[config.mk]
export PLATFORM = sky130hd
export DESIGN_NAME = pmc_power_mode_controller
export DESIGN_NICKNAME = d
export VERILOG_FILES = /design/src/hdl/pmc_pkg.sv /design/src/hdl/pmc_power_mode_controller.sv
export VERILOG_INCLUDE_DIRS = /design/src /design/src/hdl
export SDC_FILE = /design/constraint.sdc
export NUM_CORES = 1
export LEC_CHECK = 0
export BUFFER_PORTS_ARGS = -buffer_cell sky130_fd_sc_hd__buf_2
export CORE_MARGIN = 1.5
export CORE_UTILIZATION = 40
export CTS_CLUSTER_SIZE = 24
export DETAILED_ROUTE_END_ITERATION = 16
export PLACE_DENSITY_LB_ADDON = 0.3
export SLEW_MARGIN = 20
export SYNTH_ARGS = -nofsm -noshare
export SYNTH_HDL_FRONTEND = slang
export SYNTH_SLANG_ARGS = --single-unit
[constraint.sdc]
create_clock -name I_CLOCK -period 1.9 [get_ports I_CLOCK]
set_clock_uncertainty 0.05 [all_clocks]
set_input_delay 0.38 -clock I_CLOCK [delete_from_list [all_inputs] [get_ports I_CLOCK]]
set_output_delay 0.38 -clock I_CLOCK [all_outputs]
set_load 0.02 [all_outputs]
[src/hdl/pmc_consts.svh]
`ifndef PMC_CONSTS_SVH
`define PMC_CONSTS_SVH

// register byte addresses
`define PMC_ADDR_MODE_CFG 32'h4040_0000
`define PMC_ADDR_SRAM_PD 32'h4040_0004
`define PMC_ADDR_CAUSE 32'h4040_0008
// extra registers: peripheral clock gates, scratch
`define PMC_ADDR_CLK_GATE 32'h4040_000c
`define PMC_ADDR_SCRATCH 32'h4040_0010

// field positions
`define PMC_MODE_LO 0
`define PMC_MODE_HI 1
`define PMC_PAD_HOLD_BIT 2
`define PMC_SMALL_BANK_BIT 0
`define PMC_LARGE_BANK_BIT 1
`define PMC_WDOG_BIT 0
`define PMC_HIB_BIT 1
`define PMC_SHUT_BIT 2
`define PMC_DBG_BIT 3

// reset values
`define PMC_MODE_CFG_RST 3'h0
`define PMC_SRAM_PD_RST 2'h0
`define PMC_CAUSE_RST 3'h0
`define PMC_CLK_GATE_RST 16'h0000
`define PMC_SCRATCH_RST 32'h0000_0000

// timing
`define PMC_CLK_MHZ 40
`define PMC_HIB_WAKE_US 320
`define PMC_HIB_WAKE_CYC (`PMC_HIB_WAKE_US * `PMC_CLK_MHZ)
`define PMC_CORE_RST_CYC 4

`endif

[src/hdl/pmc_pkg.sv]
package pmc_pkg;

    typedef enum logic [2:0] {
        PMC_RUN = 3'b000,
        PMC_SLEEP = 3'b001,
        PMC_HIB = 3'b010,
        PMC_SHUT = 3'b011,
        PMC_WAKE = 3'b100
    } pmc_state_t;

    // power and clock controls toward the rest of the chip
    typedef struct packed {
        logic core_clk_on;
        logic flash_pwr_on;
        logic core_pwr_on;
        logic periph_pwr_on;
        logic fast_osc_on;
        logic fast_osc_hi;
        logic core_rst;
    } pmc_ctrl_t;

    typedef struct packed {
        logic wake_timer;
        logic gpio;
        logic ext_rst;
        logic irq;
        logic shut_pin;
    } pmc_wake_t;

endpackage

[src/hdl/pmc_power_mode_controller.sv]
`include "pmc_consts.svh"
`timescale 1ns/1ps
`default_nettype none

module pmc_power_mode_controller #(
    parameter int unsigned HIB_WAKE_CYC = `PMC_HIB_WAKE_CYC
) (
    // clock and synchronous reset
    input wire logic I_CLOCK,
    input wire logic I_RST_N,
    // apb slave
    input wire logic i_psel,
    input wire logic i_penable,
    input wire logic i_pwrite,
    input wire logic [31:0] i_paddr,
    input wire logic [31:0] i_pwdata,
    output logic [31:0] o_prdata,
    output logic o_pready,
    output logic o_pslverr,
    // core, debug pin and oscillator side
    input wire logic i_wait_instr,
    input wire logic i_debug_enable_pin,
    input wire logic i_slow_rc_oscillator_en,
    input wire logic i_fast_osc_keep,
    input wire logic i_watchdog_reset,
    // wake sources
    input wire pmc_pkg::pmc_wake_t i_wake,
    // controls toward the rest of the chip
    output pmc_pkg::pmc_ctrl_t o_ctrl,
    output pmc_pkg::pmc_state_t o_state,
    output logic o_large_bank_off,
    output logic o_small_bank_off,
    output logic o_pad_hold,
    output logic o_slow_clk_only,
    output logic [15:0] o_periph_clk_gate
);

    pmc_pkg::pmc_state_t state;
    pmc_pkg::pmc_state_t next_state;
    logic [1:0] mode_sel;
    logic pad_hold;
    logic [1:0] bank_off;
    logic [15:0] clk_gate;
    logic [31:0] scratch;
    logic watchdog_reset_flag;
    logic hibernate_wake_flag;
    logic shutdown_wake_flag;
    logic [31:0] wake_cnt;
    logic woke_from_shut;

    // apb decode
    wire acc = i_psel & i_penable;
    wire wr = acc & i_pwrite;
    wire hit_mode = i_paddr == `PMC_ADDR_MODE_CFG;
    wire hit_pd = i_paddr == `PMC_ADDR_SRAM_PD;
    wire hit_cause = i_paddr == `PMC_ADDR_CAUSE;
    wire hit_gate = i_paddr == `PMC_ADDR_CLK_GATE;
    wire hit_scr = i_paddr == `PMC_ADDR_SCRATCH;
    wire hit_any = hit_mode | hit_pd | hit_cause | hit_gate | hit_scr;
    wire [31:0] rd_mode = {29'h0, pad_hold, mode_sel};
    wire [31:0] rd_pd = {30'h0, bank_off};
    wire [31:0] rd_cause = {28'h0, i_debug_enable_pin,
        shutdown_wake_flag, hibernate_wake_flag, watchdog_reset_flag};
    wire [31:0] rd_data = hit_mode ? rd_mode :
        hit_pd ? rd_pd :
        hit_cause ? rd_cause :
        hit_gate ? {16'h0, clk_gate} :
        hit_scr ? scratch : 32'h0000_0000;

    // wake and entry conditions
    wire dbg = i_debug_enable_pin;
    wire enter_lp = i_wait_instr & ~dbg;
    wire hib_wake = dbg | i_wake.wake_timer | i_wake.gpio
        | i_wake.ext_rst;
    wire shut_wake = dbg | i_wake.shut_pin | i_wake.ext_rst;
    wire wake_done = wake_cnt >= HIB_WAKE_CYC - 1;

    // mode transitions
    always_comb begin
        next_state = state;
        unique case (state)
            pmc_pkg::PMC_RUN: begin
                if (enter_lp) begin
                    // field sampled as the wait executes
                    if (mode_sel[1]) begin
                        next_state = pmc_pkg::PMC_SHUT;
                    end else if (mode_sel[0]) begin
                        next_state = pmc_pkg::PMC_HIB;
                    end else begin
                        next_state = pmc_pkg::PMC_SLEEP;
                    end
                end
            end
            pmc_pkg::PMC_SLEEP: begin
                if (i_wake.irq | dbg) begin
                    next_state = pmc_pkg::PMC_RUN;
                end
            end
            pmc_pkg::PMC_HIB: begin
                if (hib_wake) begin
                    next_state = pmc_pkg::PMC_WAKE;
                end
            end
            pmc_pkg::PMC_SHUT: begin
                if (shut_wake) begin
                    next_state = pmc_pkg::PMC_WAKE;
                end
            end
            pmc_pkg::PMC_WAKE: begin
                if (wake_done) begin
                    next_state = pmc_pkg::PMC_RUN;
                end
            end
            default: next_state = pmc_pkg::PMC_RUN;
        endcase
    end

    wire entering_wake = next_state == pmc_pkg::PMC_WAKE
        && state != pmc_pkg::PMC_WAKE;

    // state register; power logic is not reset by deep-mode exit
    always_ff @(posedge I_CLOCK) begin
        if (!I_RST_N) begin
            state <= pmc_pkg::PMC_RUN;
        end else begin
            state <= next_state;
        end
    end

    // wake sequence timer
    always_ff @(posedge I_CLOCK) begin
        if (!I_RST_N || state != pmc_pkg::PMC_WAKE) begin
            wake_cnt <= 32'h0000_0000;
        end else begin
            wake_cnt <= wake_cnt + 32'h0000_0001;
        end
    end

    // remember which deep mode is being left
    always_ff @(posedge I_CLOCK) begin
        if (!I_RST_N) begin
            woke_from_shut <= 1'b0;
        end else if (entering_wake) begin
            woke_from_shut <= state == pmc_pkg::PMC_SHUT;
        end
    end

    // reset image of the mode register, split into its fields
    wire [2:0] mode_cfg_rst = `PMC_MODE_CFG_RST;
    wire mode_wr = wr && hit_mode;

    // mode field register, cleared as a deep mode is left
    always_ff @(posedge I_CLOCK) begin
        if (!I_RST_N) begin
            mode_sel <= mode_cfg_rst[`PMC_MODE_HI:`PMC_MODE_LO];
        end else if (entering_wake) begin
            mode_sel <= 2'h0; // software must choose again
        end else if (mode_wr) begin
            mode_sel <= i_pwdata[`PMC_MODE_HI:`PMC_MODE_LO];
        end
    end

    // pad hold bit: the wake event wins over a software write
    always_ff @(posedge I_CLOCK) begin
        if (!I_RST_N) begin
            pad_hold <= mode_cfg_rst[`PMC_PAD_HOLD_BIT];
        end else if (entering_wake) begin
            pad_hold <= 1'b1;
        end else if (mode_wr) begin
            pad_hold <= i_pwdata[`PMC_PAD_HOLD_BIT];
        end
    end

    // sram bank power-down register
    always_ff @(posedge I_CLOCK) begin
        if (!I_RST_N) begin
            bank_off <= `PMC_SRAM_PD_RST;
        end else if (wr && hit_pd) begin
            bank_off <= i_pwdata[1:0];
        end
    end

    // peripheral clock gate register
    always_ff @(posedge I_CLOCK) begin
        if (!I_RST_N) begin
            clk_gate <= `PMC_CLK_GATE_RST;
        end else if (wr && hit_gate) begin
            clk_gate <= i_pwdata[15:0];
        end
    end

    // always-on scratch, untouched by mode changes
    always_ff @(posedge I_CLOCK) begin
        if (!I_RST_N) begin
            scratch <= `PMC_SCRATCH_RST;
        end else if (wr && hit_scr) begin
            scratch <= i_pwdata;
        end
    end

    // reset cause: the watchdog pulse wins over a finishing wake
    wire [2:0] cause_rst = `PMC_CAUSE_RST;
    wire wake_finish = state == pmc_pkg::PMC_WAKE && wake_done;

    // last reset came from the watchdog
    always_ff @(posedge I_CLOCK) begin
        if (!I_RST_N) begin
            watchdog_reset_flag <= cause_rst[`PMC_WDOG_BIT];
        end else if (i_watchdog_reset) begin
            watchdog_reset_flag <= 1'b1;
        end else if (wake_finish) begin
            watchdog_reset_flag <= 1'b0;
        end
    end

    // last reset was a wake from hibernate
    always_ff @(posedge I_CLOCK) begin
        if (!I_RST_N) begin
            hibernate_wake_flag <= cause_rst[`PMC_HIB_BIT];
        end else if (i_watchdog_reset) begin
            hibernate_wake_flag <= 1'b0;
        end else if (wake_finish) begin
            hibernate_wake_flag <= ~woke_from_shut;
        end
    end

    // last reset was a wake from shutdown
    always_ff @(posedge I_CLOCK) begin
        if (!I_RST_N) begin
            shutdown_wake_flag <= cause_rst[`PMC_SHUT_BIT];
        end else if (i_watchdog_reset) begin
            shutdown_wake_flag <= 1'b0;
        end else if (wake_finish) begin
            shutdown_wake_flag <= woke_from_shut;
        end
    end

    // power and clock outputs per mode
    wire in_run = state == pmc_pkg::PMC_RUN;
    wire in_sleep = state == pmc_pkg::PMC_SLEEP;
    wire in_wake = state == pmc_pkg::PMC_WAKE;
    wire deep = state == pmc_pkg::PMC_HIB || state == pmc_pkg::PMC_SHUT;
    wire in_shut = state == pmc_pkg::PMC_SHUT;
    pmc_pkg::pmc_ctrl_t next_ctrl;
    always_comb begin
        next_ctrl.core_clk_on = in_run;
        next_ctrl.flash_pwr_on = in_run | in_wake;
        next_ctrl.core_pwr_on = ~deep;
        next_ctrl.periph_pwr_on = ~deep;
        next_ctrl.fast_osc_on = in_run | in_wake
            | (in_sleep & i_fast_osc_keep);
        next_ctrl.fast_osc_hi = 1'b0; // low setting selects 40 MHz
        next_ctrl.core_rst = deep | in_wake;
    end

    // next values of the single-bit outputs
    wire next_large_bank_off = bank_off[`PMC_LARGE_BANK_BIT]
        | in_shut;
    wire next_small_bank_off = bank_off[`PMC_SMALL_BANK_BIT]
        | in_shut;
    wire next_slow_clk_only = state == pmc_pkg::PMC_HIB
        && i_slow_rc_oscillator_en;

    // controls toward clocks, supplies and core reset
    always_ff @(posedge I_CLOCK) begin
        if (!I_RST_N) begin
            o_ctrl <= '{1'b1, 1'b1, 1'b1, 1'b1, 1'b1, 1'b0, 1'b0};
        end else begin
            o_ctrl <= next_ctrl;
        end
    end

    // visible mode, one cycle behind the state register
    always_ff @(posedge I_CLOCK) begin
        if (!I_RST_N) begin
            o_state <= pmc_pkg::PMC_RUN;
        end else begin
            o_state <= state;
        end
    end

    // large bank supply switch
    always_ff @(posedge I_CLOCK) begin
        if (!I_RST_N) begin
            o_large_bank_off <= 1'b0;
        end else begin
            o_large_bank_off <= next_large_bank_off;
        end
    end

    // small bank supply switch
    always_ff @(posedge I_CLOCK) begin
        if (!I_RST_N) begin
            o_small_bank_off <= 1'b0;
        end else begin
            o_small_bank_off <= next_small_bank_off;
        end
    end

    // pad latch toward the io ring
    always_ff @(posedge I_CLOCK) begin
        if (!I_RST_N) begin
            o_pad_hold <= 1'b0;
        end else begin
            o_pad_hold <= pad_hold;
        end
    end

    // slow oscillator as the only clock in hibernate
    always_ff @(posedge I_CLOCK) begin
        if (!I_RST_N) begin
            o_slow_clk_only <= 1'b0;
        end else begin
            o_slow_clk_only <= next_slow_clk_only;
        end
    end

    // peripheral clock gates
    always_ff @(posedge I_CLOCK) begin
        if (!I_RST_N) begin
            o_periph_clk_gate <= `PMC_CLK_GATE_RST;
        end else begin
            o_periph_clk_gate <= clk_gate;
        end
    end

    // apb slave: the answer is registered off the setup cycle
    wire setup = i_psel & ~i_penable;
    wire next_pslverr = setup & (~hit_any | (i_pwrite & hit_cause));
    wire [31:0] next_prdata = (setup & ~i_pwrite) ? rd_data
        : 32'h0000_0000;

    // ready pulse in the first access cycle, no wait states
    always_ff @(posedge I_CLOCK) begin
        if (!I_RST_N) begin
            o_pready <= 1'b0;
        end else begin
            o_pready <= setup;
        end
    end

    // error pulse: unmapped address or write to the status register
    always_ff @(posedge I_CLOCK) begin
        if (!I_RST_N) begin
            o_pslverr <= 1'b0;
        end else begin
            o_pslverr <= next_pslverr;
        end
    end

    // read data stands with the ready pulse only
    always_ff @(posedge I_CLOCK) begin
        if (!I_RST_N) begin
            o_prdata <= 32'h0000_0000;
        end else begin
            o_prdata <= next_prdata;
        end
    end

endmodule

`default_nettype wire

==> results.yml, run 1 <==
sta:
  max_freq_mhz: 541
  slew_violations: 0
  worst_slew_pin_slew_ps: 586
  hold_violations: 0
  worst_hold_slack_ps: 125
  post-route-period-util: 0.973
  max_slew_margin: 0.609
  tns_ps: 0
  fin_crit_ps: 1850
  setup_violations: 0
  rsz0062_at_grt: "yes"
yosys:
  synth_fa_ha_area_frac: 0.00212
  synth-simple-area-share: 0.270
  ys.warnings.count: 0
  ys_seq_area_frac: 0.523
  synthDistinctLibCells: 54
  synth_compound_area_frac: 0.0843
  synthTopCellsByArea: "dfxtp_1 (52%), nor2_1 (3.9%), mux2i_1 (3.7%)"
  yosysTopAreaCell: "dfxtp_1"
  synth_flop_cell: "dfxtp_1"
  yosys-mux-area-fraction: 0.0431
  synth-seq-cells: 154
  syn_area_um2: 5900
  synthXorXnorAreaFrac: 0.0401
  async_flop_share: 0
  syn_area_per_cell_um2: 9.36
  syn_nets: 710
  synth_edf_count: 0
  synth_top_area_frac: 0.523
  synthCells: 630
  synth_top_family_by_area: "simple AND/OR/NAND/NOR gates"
flow_run:
  cap_violations: 0
cts:
  cts_tree: "built"
  clockBufferDepth: 2
  cts_buffers: 17
  cts.clk_slew.worst_paths_ps: 70
  cts.sinks: 154
  ctsRootBufferMaster: "clkbuf_16"
  worstSkewPairLatency_ps: 430
  h-tree-depth: 4
  cts_setup_buffers: 0
  cts_hold_buf: 0
floorplanning:
  die_height_um: 124
  start_util: 0.407
  row_count: 44
  core_um2: 14500
  io_pins: 143
  dieArea_um2: 15500
  die-width_um: 124
detailed_routing:
  drt_iter0_markers: 245
  wl_per_cell_um: 14.0
  drtAntennaViolNets: 0
  drc: 0
  drt-pass1-iter-count: 5
  drt-vias-per-instance: 5.01
  vias: 4984
  wirelength_mm: 13.9
worst_setup_path:
  path_class: "flip-flop to flip-flop"
  worstReg2RegStart: "wake_cnt[0]"
  crit_start: "wake_cnt[0]"
  crit_path_max_fanout: 3
  arrival_ps: 2110
  critPathCaptureType: "flip-flop"
  reg2reg_depth: 6
  cp.required_ps: 2160
  r2r_slack_ps: 50
  start_kind: "flip-flop"
  rr_endpoint: "shutdown_wake_flag"
hold_path:
  min_to: "scratch[16]"
  min_from: "i_pwdata[16]"
  min-delay-path-class: "input port to flip-flop"
  holdPathStages: 3
layout:
  final_layout_size_suffix_gt1_frac: 0.303
  design_area_um2: 7740
  final_nets: 876
  nFillCells: 1299
  area_delta_synth_final_pct: 31.3
  layout.cells.non_filler: 994
grt:
  grt_pass1_vias: 4919
  grt_start_max_net_pins: 41
  grt_antenna_before_repair: 0
  grt_use_total: 0.182
  grt_pass1_wl_mm: 23.0
  grt_overflow_total: 0
pwr:
  total_power_mw: 6.97
  p_leak_nw: 3.20
  peakVddDrop_v: 0.000686
  power_density_nw_per_um2: 901
placed_design:
  place_area_um2: 7100
  dp_hpwl_mm: 9.82
  place_inst: 962
  gp_congestion: 0.825
  io_buffers: 141
outcome:
  status: "finished clean"
metal layers:
metal	vias up	share of wire	global-route usage
met5	-	0	0
met4	0	0.017	0.0791
met3	19	0.058	0.0507
met2	118	0.48	0.304
met1	2338	0.44	0.218
li1	2509	-	-
cells by family after synthesis:
logic type / after synthesis
xor+xnor: 27
other cells: 1
mux: 25
buf+inv: 46
flops: 154
simple gates: 293
fa+ha+maj: 1
compound gates: 83
power by group:
part | switching, mW | leakage [nW] | internal, mW
registers | 0.00251 | 1.24 | 3.23
clock network | 1.49 | 0.303 | 2.00
logic | 0.136 | 1.66 | 0.113
state kept, by name (all words and copies together), names as in the netlist, 2 cells and up:
name and cells:
o_prdata 32, scratch 32, wake_cnt 32, clk_gate 16, o_periph_clk_gate 16, o_ctrl 5, o_state 3, state 3
bank_off 2, mode_sel 2
area by class of cell:
class / instances / area (um2) / share of cell area
Timing Repair Buffer: 186 / 1080 / 0.140
Inverter: 7 / 26.3 / 0.00340
Multi-Input combinational cell: 430 / 2700 / 0.349
Sequential cell: 154 / 3090 / 0.399
Antenna cell: 1 / 2.50 / 0.000323
Clock inverter: 15 / 181 / 0.0234
Tap cell: 184 / 230 / 0.0297
Clock buffer: 17 / 425 / 0.0550
synthesized netlist by cell type, types with 3 or more instances:
| library cell | n |
|---|---|
| nor3b_1 | 3 |
| buf_2 | 5 |
| mux2i_1 | 22 |
| nor2_1 | 62 |
| o21ai_1 | 30 |
| buf_6 | 3 |
| nand2b_1 | 7 |
| o21a_1 | 3 |
| buf_1 | 3 |
| nor2b_1 | 20 |
| and3_1 | 28 |
| a22oi_1 | 13 |
| clkbuf_1 | 23 |
| nor4_2 | 4 |
| or4_1 | 3 |
| nor4_1 | 7 |
| dfxtp_1 | 154 |
| a21oi_1 | 11 |
| xor2_1 | 9 |
| xnor2_1 | 18 |
| and2_1 | 22 |
| inv_1 | 7 |
| or3_1 | 5 |
| nand2_1 | 56 |
| and4_1 | 5 |
| nand4_1 | 6 |
| o22ai_1 | 3 |
| o21ai_0 | 12 |
| buf_4 | 4 |
| nand3_1 | 44 |
| nor3_1 | 10 |
critical path: stages, from the launching register on:
cell and delay [ps]:
dfxtp_2 320, ha_2 180, and4_1 160, a2111o_1 410, a311oi_4 380, nor2_2 110, mux2i_1 130
how the worst max path moves through the flow:
stage | end
global route | wake_cnt[31]
finish | shutdown_wake_flag
CTS | wake_cnt[29]
global placement | pad_hold
detailed placement | pad_hold
floorplan | pad_hold
cell usage in the layout (no fill, tap or decap), types with 6 or more instances in the layout:
cell       instances
nand4_1            6
xnor2_1           18
nor2b_1           20
clkbuf_16         17
nor3_1            10
buf_4             43
dfxtp_1          152
inv_8              6
inv_1              7
a22oi_1           13
buf_2            140
nand3_1           44
o21ai_0           10
mux2i_1           22
nand2_1           56
and3_1            28
xor2_1             9
and2_1            22
a21oi_1           11
o21ai_1           31
nand2b_1           7
nor2_1            61
per-stage QoR:
step                 util  setup WS, ps
floorplan               -         -72.3
global placement    0.490          -158
detailed placement  0.490          -194
CTS                 0.533          26.3
global route        0.534         -41.5
finish              0.534          51.2
timing repair:
item                       in CTS  in global routing
pin swaps                       3                  3
resized for setup               6                  5
cloned                          0                  0
hold endpoints to repair        0                  0
setup endpoints to repair       4                  5
Power figures use the tool's default switching activity.
==> run 2: changes to the inputs <==
--- a/config.mk
+++ b/config.mk
@@ -7,11 +7,13 @@
 export NUM_CORES = 1
 export LEC_CHECK = 0
 export BUFFER_PORTS_ARGS = -buffer_cell sky130_fd_sc_hd__buf_2
+export CORE_ASPECT_RATIO = 1.75
 export CORE_MARGIN = 1.5
 export CORE_UTILIZATION = 40
 export CTS_CLUSTER_SIZE = 24
 export DETAILED_ROUTE_END_ITERATION = 16
 export PLACE_DENSITY_LB_ADDON = 0.3
+export RECOVER_POWER = 100
 export SLEW_MARGIN = 20
 export SYNTH_ARGS = -nofsm -noshare
 export SYNTH_HDL_FRONTEND = slang
==> run 2 against run 1 <==
Final cell count is 0.40% lower. First-iteration DRC count is 18% lower. Via count is 0.84% higher. Register-to-register slack worse by 50 ps. Critical endpoint is now state[2]. Setup slack worse by 47 ps.
==> results.yml, run 2 (synthesis gave the netlist of run 1 again) <==
placed_design:
  preCtsSetupSlack_ps: -199
  place_area_um2: 7090
  dp_hpwl_mm: 10.5
  io_buffers: 141
  gp_congestion: 0.811
layout:
  top_regs: "o_prdata x32, scratch x32, wake_cnt x32"
  area_delta_synth_final_pct: 28.6
  final_common_cell: "dfxtp_1"
  antenna_cells: 0
  design_area_um2: 7580
  final_layout_size_suffix_gt1_frac: 0.216
  final_nets: 877
  mostFrequentLayoutCells: "dfxtp_1 (152), buf_2 (77), clkbuf_1 (70)"
floorplanning:
  core_um2: 14400
  io_pins: 143
  die_height_um: 164
  row_count: 58
  dieArea_um2: 15500
  die-width_um: 94.8
  start_util: 0.410
hold_path:
  holdPathStages: 3
  min-delay-path-class: "input port to flip-flop"
detailed_routing:
  vias: 5026
  wirelength_mm: 14.7
  drt_iter0_markers: 200
  drt-vias-per-instance: 5.08
  drc: 0
  wl_per_cell_um: 14.8
  drt-pass1-iter-count: 4
  drtAntennaViolNets: 0
cts:
  ctsRootBufferMaster: "clkbuf_16"
  cts_buffers: 17
  cts.sinks: 154
  worstSkewPairLatency_ps: 410
  cts_hold_buf: 0
  cts_tree: "built"
  clockBufferDepth: 2
  h-tree-depth: 4
  cts.clk_slew.worst_paths_ps: 60
worst_setup_path:
  path_class: "flip-flop to flip-flop"
  worst-path-buf-inv: 1
  cp.required_ps: 2190
  path_depth: 7
  crit_path_max_fanout: 3
  reg2reg_depth: 7
  crit_family: "compound AO/OA/AOI/OAI gates"
  slowest_stage: "a2111o_1"
  start_kind: "flip-flop"
  cp_cell_sequence: "ha_4, and4_1, a2111o_1, a311oi_4, buf_4, a21oi_2, nor2_1"
  slowest_delay_ps: 410
  arrival_ps: 2180
  critPathCaptureType: "flip-flop"
pwr:
  power_density_nw_per_um2: 901
  peakVddDrop_v: 0.000489
  p_leak_nw: 2.86
sta:
  setup_violations: 0
  fin_crit_ps: 1900
  rsz0062_at_grt: "yes"
  max_freq_mhz: 527
  worst_slew_pin_slew_ps: 650
  hold_violations: 0
  worst_slack_ps: 3.84
  max_slew_margin: 0.567
  post-route-period-util: 0.998
  slew_violations: 0
grt:
  grt_use_total: 0.194
  grt_start_max_net_pins: 106
  grt_overflow_total: 0
  grt_pass1_vias: 5092
  grt_pass1_wl_mm: 23.6
  grt_antenna_before_repair: 0
flow_run:
  cap_violations: 0
outcome:
  status: "finished clean"
## run 2: changes by cell type in the layout (fill, tap and decap cells not counted), moves of 2 or more
cell	change
clkbuf_1	+70
buf_2	-63
buf_4	-11
inv_8	-6
clkbuf_2	+5
and2_0	+3
and2_1	-3
clkbuf_8	+2
clkinvlp_4	+2
nor4_2	+2
nor4_4	-2
## run 2: layout make-up
| type | instances | area [um2] |
|---|---|---|
| Clock buffer | 20 | 457 |
| Clock inverter | 12 | 138 |
| Fill cell | 1395 | 6790 |
| Inverter | 7 | 26.3 |
| Multi-Input combinational cell | 430 | 2680 |
| Sequential cell | 154 | 3090 |
| Tap cell | 180 | 225 |
| Timing Repair Buffer | 187 | 968 |
## run 2: routing by layer
| metal | track usage | vias up | wire (um) |
|---|---|---|---|
| li1 | - | 2503 | - |
| met1 | 0.204 | 2391 | 5590 |
| met2 | 0.360 | 114 | 8190 |
| met3 | 0.0507 | 18 | 621 |
| met4 | 0.0712 | 0 | 282 |
| met5 | 0 | - | 0 |
## run 2: where the power goes
group          switching, mW  total, mW  internal, mW
Clock                   1.32       3.34          2.02
Sequential           0.00332       3.24          3.24
Combinational          0.136      0.248         0.112
Total                   1.46       6.83          5.37
## run 2: final timing paths
| check | to | slack, ps | startpoint |
|---|---|---|---|
| max reg2reg | state[2] | 4 | wake_cnt[1] |
| min | scratch[23] | 140 | i_pwdata[23] |
| min reg2reg | scratch[26] | 410 | scratch[26] |
| max | state[2] | 4 | wake_cnt[1] |
## run 2: through the flow
step | TNS, ps | utilization | hold WS [ps] | power [mW] | instances
after CTS | -6.68 | 0.536 | 134 | 6.90 | 988
after global placement | -5370 | 0.494 | 395 | 3.56 | 956
final | 0 | 0.528 | 143 | 6.83 | 990
after floorplan | -396 | - | 363 | 3.41 | 630
after global routing | -359 | 0.528 | 138 | 7.07 | 990
after detailed placement | -8620 | 0.494 | 399 | 3.56 | 956
## run 2: what timing repair did
| action | CTS | global route |
|---|---|---|
| setup buffers | 1 | 2 |
| hold endpoints to repair | 0 | 0 |
| setup endpoints to repair | 4 | 9 |
| gates resized for setup | 4 | 9 |
| pin swaps | 3 | 5 |
## run 2: worst register-to-register path, delay by kind of cell, from the launching register on
family,cells,cell delay (ps)
AO/OA/AOI/OAI,3,810
adder cells (fa/ha/maj),1,160
buffers and inverters,1,180
flip-flops,1,330
AND/OR/NAND/NOR,2,300
==> run 3: changes to the inputs <==
--- a/config.mk
+++ b/config.mk
@@ -12,7 +12,7 @@
 export CORE_UTILIZATION = 40
 export CTS_CLUSTER_SIZE = 24
 export DETAILED_ROUTE_END_ITERATION = 16
-export PLACE_DENSITY_LB_ADDON = 0.3
+export PLACE_DENSITY_LB_ADDON = 0.05
 export RECOVER_POWER = 100
 export SLEW_MARGIN = 20
 export SYNTH_ARGS = -nofsm -noshare
==> run 3 against run 2 <==
Flip-flop and latch count unchanged. Setup slack improved by 70 ps. Critical endpoint unchanged. Highest routed layer unchanged. Fmax increased by 3.8%. Global-route usage increased by 0.19 points. Utilization increased by 0.88 points. Total power decreased by 1.2%.
==> results.yml, run 3 (synthesis gave the netlist of run 1 again) <==
detailed_routing:
  drc: 0
  drtAntennaViolNets: 0
  wl_per_cell_um: 15.0
  drt-vias-per-instance: 5.06
  drt_iter0_markers: 246
  drt-pass1-iter-count: 4
  vias: 4991
  wirelength_mm: 14.8
pwr:
  power_density_nw_per_um2: 875
  p_int_mw: 5.09
  p_sw_frac: 0.245
  pwr-share-comb: 0.037
  p_leak_nw: 3.12
  clkPwrFrac: 0.483
  total_power_mw: 6.75
  peakVddDrop_v: 0.000511
  sequentialPowerShare: 0.480
  p_switching_mw: 1.65
floorplanning:
  die-width_um: 94.8
  row_count: 58
  core_um2: 14400
  start_util: 0.410
  dieArea_um2: 15500
  die_height_um: 164
  io_pins: 143
cts:
  worstSkewPairLatency_ps: 420
  cts_buffers: 17
  cts.sinks: 154
  h-tree-depth: 4
  ctsRootBufferMaster: "clkbuf_16"
  cts.clk_slew.worst_paths_ps: 70
  cts_tree: "built"
  clockBufferDepth: 2
worst_setup_path:
  slowest_delay_ps: 410
  cp_cell_sequence: "ha_4, and4_4, a2111o_1, a311oi_4, buf_4, a21oi_2, nor2_1"
  worst-path-buf-inv: 1
  arrival_ps: 2130
  rr_endpoint: "state[2]"
  start_kind: "flip-flop"
  critPathCaptureType: "flip-flop"
  reg2reg_depth: 7
  worstReg2RegStart: "wake_cnt[1]"
  crit_family: "compound AO/OA/AOI/OAI gates"
  path_depth: 7
  slowest_stage: "a2111o_1"
  path_class: "flip-flop to flip-flop"
  r2r_slack_ps: 70
  crit_path_max_fanout: 3
  cp.required_ps: 2200
layout:
  antenna_cells: 0
  final_layout_size_suffix_gt1_frac: 0.299
  final_common_cell: "dfxtp_1"
  mostFrequentLayoutCells: "dfxtp_1 (152), buf_2 (136), nor2_1 (61)"
  area_delta_synth_final_pct: 30.7
  design_area_um2: 7710
  nFillCells: 1365
  top_regs: "o_prdata x32, scratch x32, wake_cnt x32"
  final_nets: 874
sta:
  worst_slew_pin_slew_ps: 983
  setup_violations: 0
  fin_crit_ps: 1830
  slew_violations: 0
  max_slew_margin: 0.345
  post-route-period-util: 0.961
  hold_violations: 0
  max_freq_mhz: 548
placed_design:
  dp_hpwl_mm: 10.8
  gp_congestion: 0.811
  place_area_um2: 7090
  io_buffers: 141
hold_path:
  min-delay-path-class: "input port to flip-flop"
  holdPathStages: 3
  min_to: "scratch[19]"
  min_from: "i_pwdata[19]"
grt:
  grt_overflow_total: 0
  grt_pass1_wl_mm: 23.4
  grt_pass1_vias: 4849
  grt_use_total: 0.196
  grt_start_max_net_pins: 102
  grt_antenna_before_repair: 0
flow_run:
  cap_violations: 0
outcome:
  status: "finished clean"
## run 3: power groups by stage
stage	clock network, mW	logic, mW	registers [mW]
after global placement	0	0.252	3.31
after CTS	3.33	0.257	3.24
after global routing	3.47	0.270	3.24
after detailed placement	0	0.256	3.31
final	3.26	0.250	3.24
after floorplan	0	0.0953	3.32
## run 3: final cells by class
| type | instances | area [um2] | share of cell area |
|---|---|---|---|
| tap | 180 | 225 | 0.0292 |
| clock inverter | 15 | 151 | 0.0196 |
| inverter | 7 | 26.3 | 0.00341 |
| timing repair buffer | 184 | 1070 | 0.139 |
| sequential | 154 | 3090 | 0.400 |
| clock buffer | 17 | 425 | 0.0552 |
| multi-input combinational | 430 | 2720 | 0.353 |
## run 3: worst min-delay path, cell delays in order
cell,delay [ps]
buf_2,70
nand3_1,60
o21ai_1,60
## run 3: metrics by stage
stage / setup TNS, ps / hold WS (ps) / worst slack [ps] / cells / utilization
after floorplan: -396 / 363 / -72.3 / 630 / -
after global placement: -8450 / 374 / -211 / 955 / 0.493
after detailed placement: -11050 / 382 / -237 / 955 / 0.493
after CTS: 0 / 123 / 25.6 / 987 / 0.534
after global routing: -8.18 / 129 / -8.18 / 987 / 0.536
final: 0 / 137 / 73.6 / 987 / 0.536
## run 3: repair_timing
| item | in CTS | in global routing |
|---|---|---|
| setup endpoints to repair | 4 | 6 |
| hold buffers | 0 | 0 |
| pin swaps | 3 | 5 |
| cloned | 0 | 0 |
| resized for setup | 6 | 8 |
| endpoints found under the hold margin | 0 | 0 |
| setup buffers | 1 | 0 |
## run 3: worst max path at each step
stage,from,endpoint,slack (ps)
after floorplan,i_paddr[2],pad_hold,-70
after global placement,i_psel,pad_hold,-210
after detailed placement,i_paddr[28],scratch[6],-240
after CTS,wake_cnt[0],hibernate_wake_flag,30
after global routing,wake_cnt[1],state[2],-8
final,wake_cnt[1],state[2],70
## run 3: layer usage
metal,wire length [um],global-route usage
met2,8710,0.382
met4,172,0.0685
met1,5440,0.197
met5,0,0
met3,492,0.0405
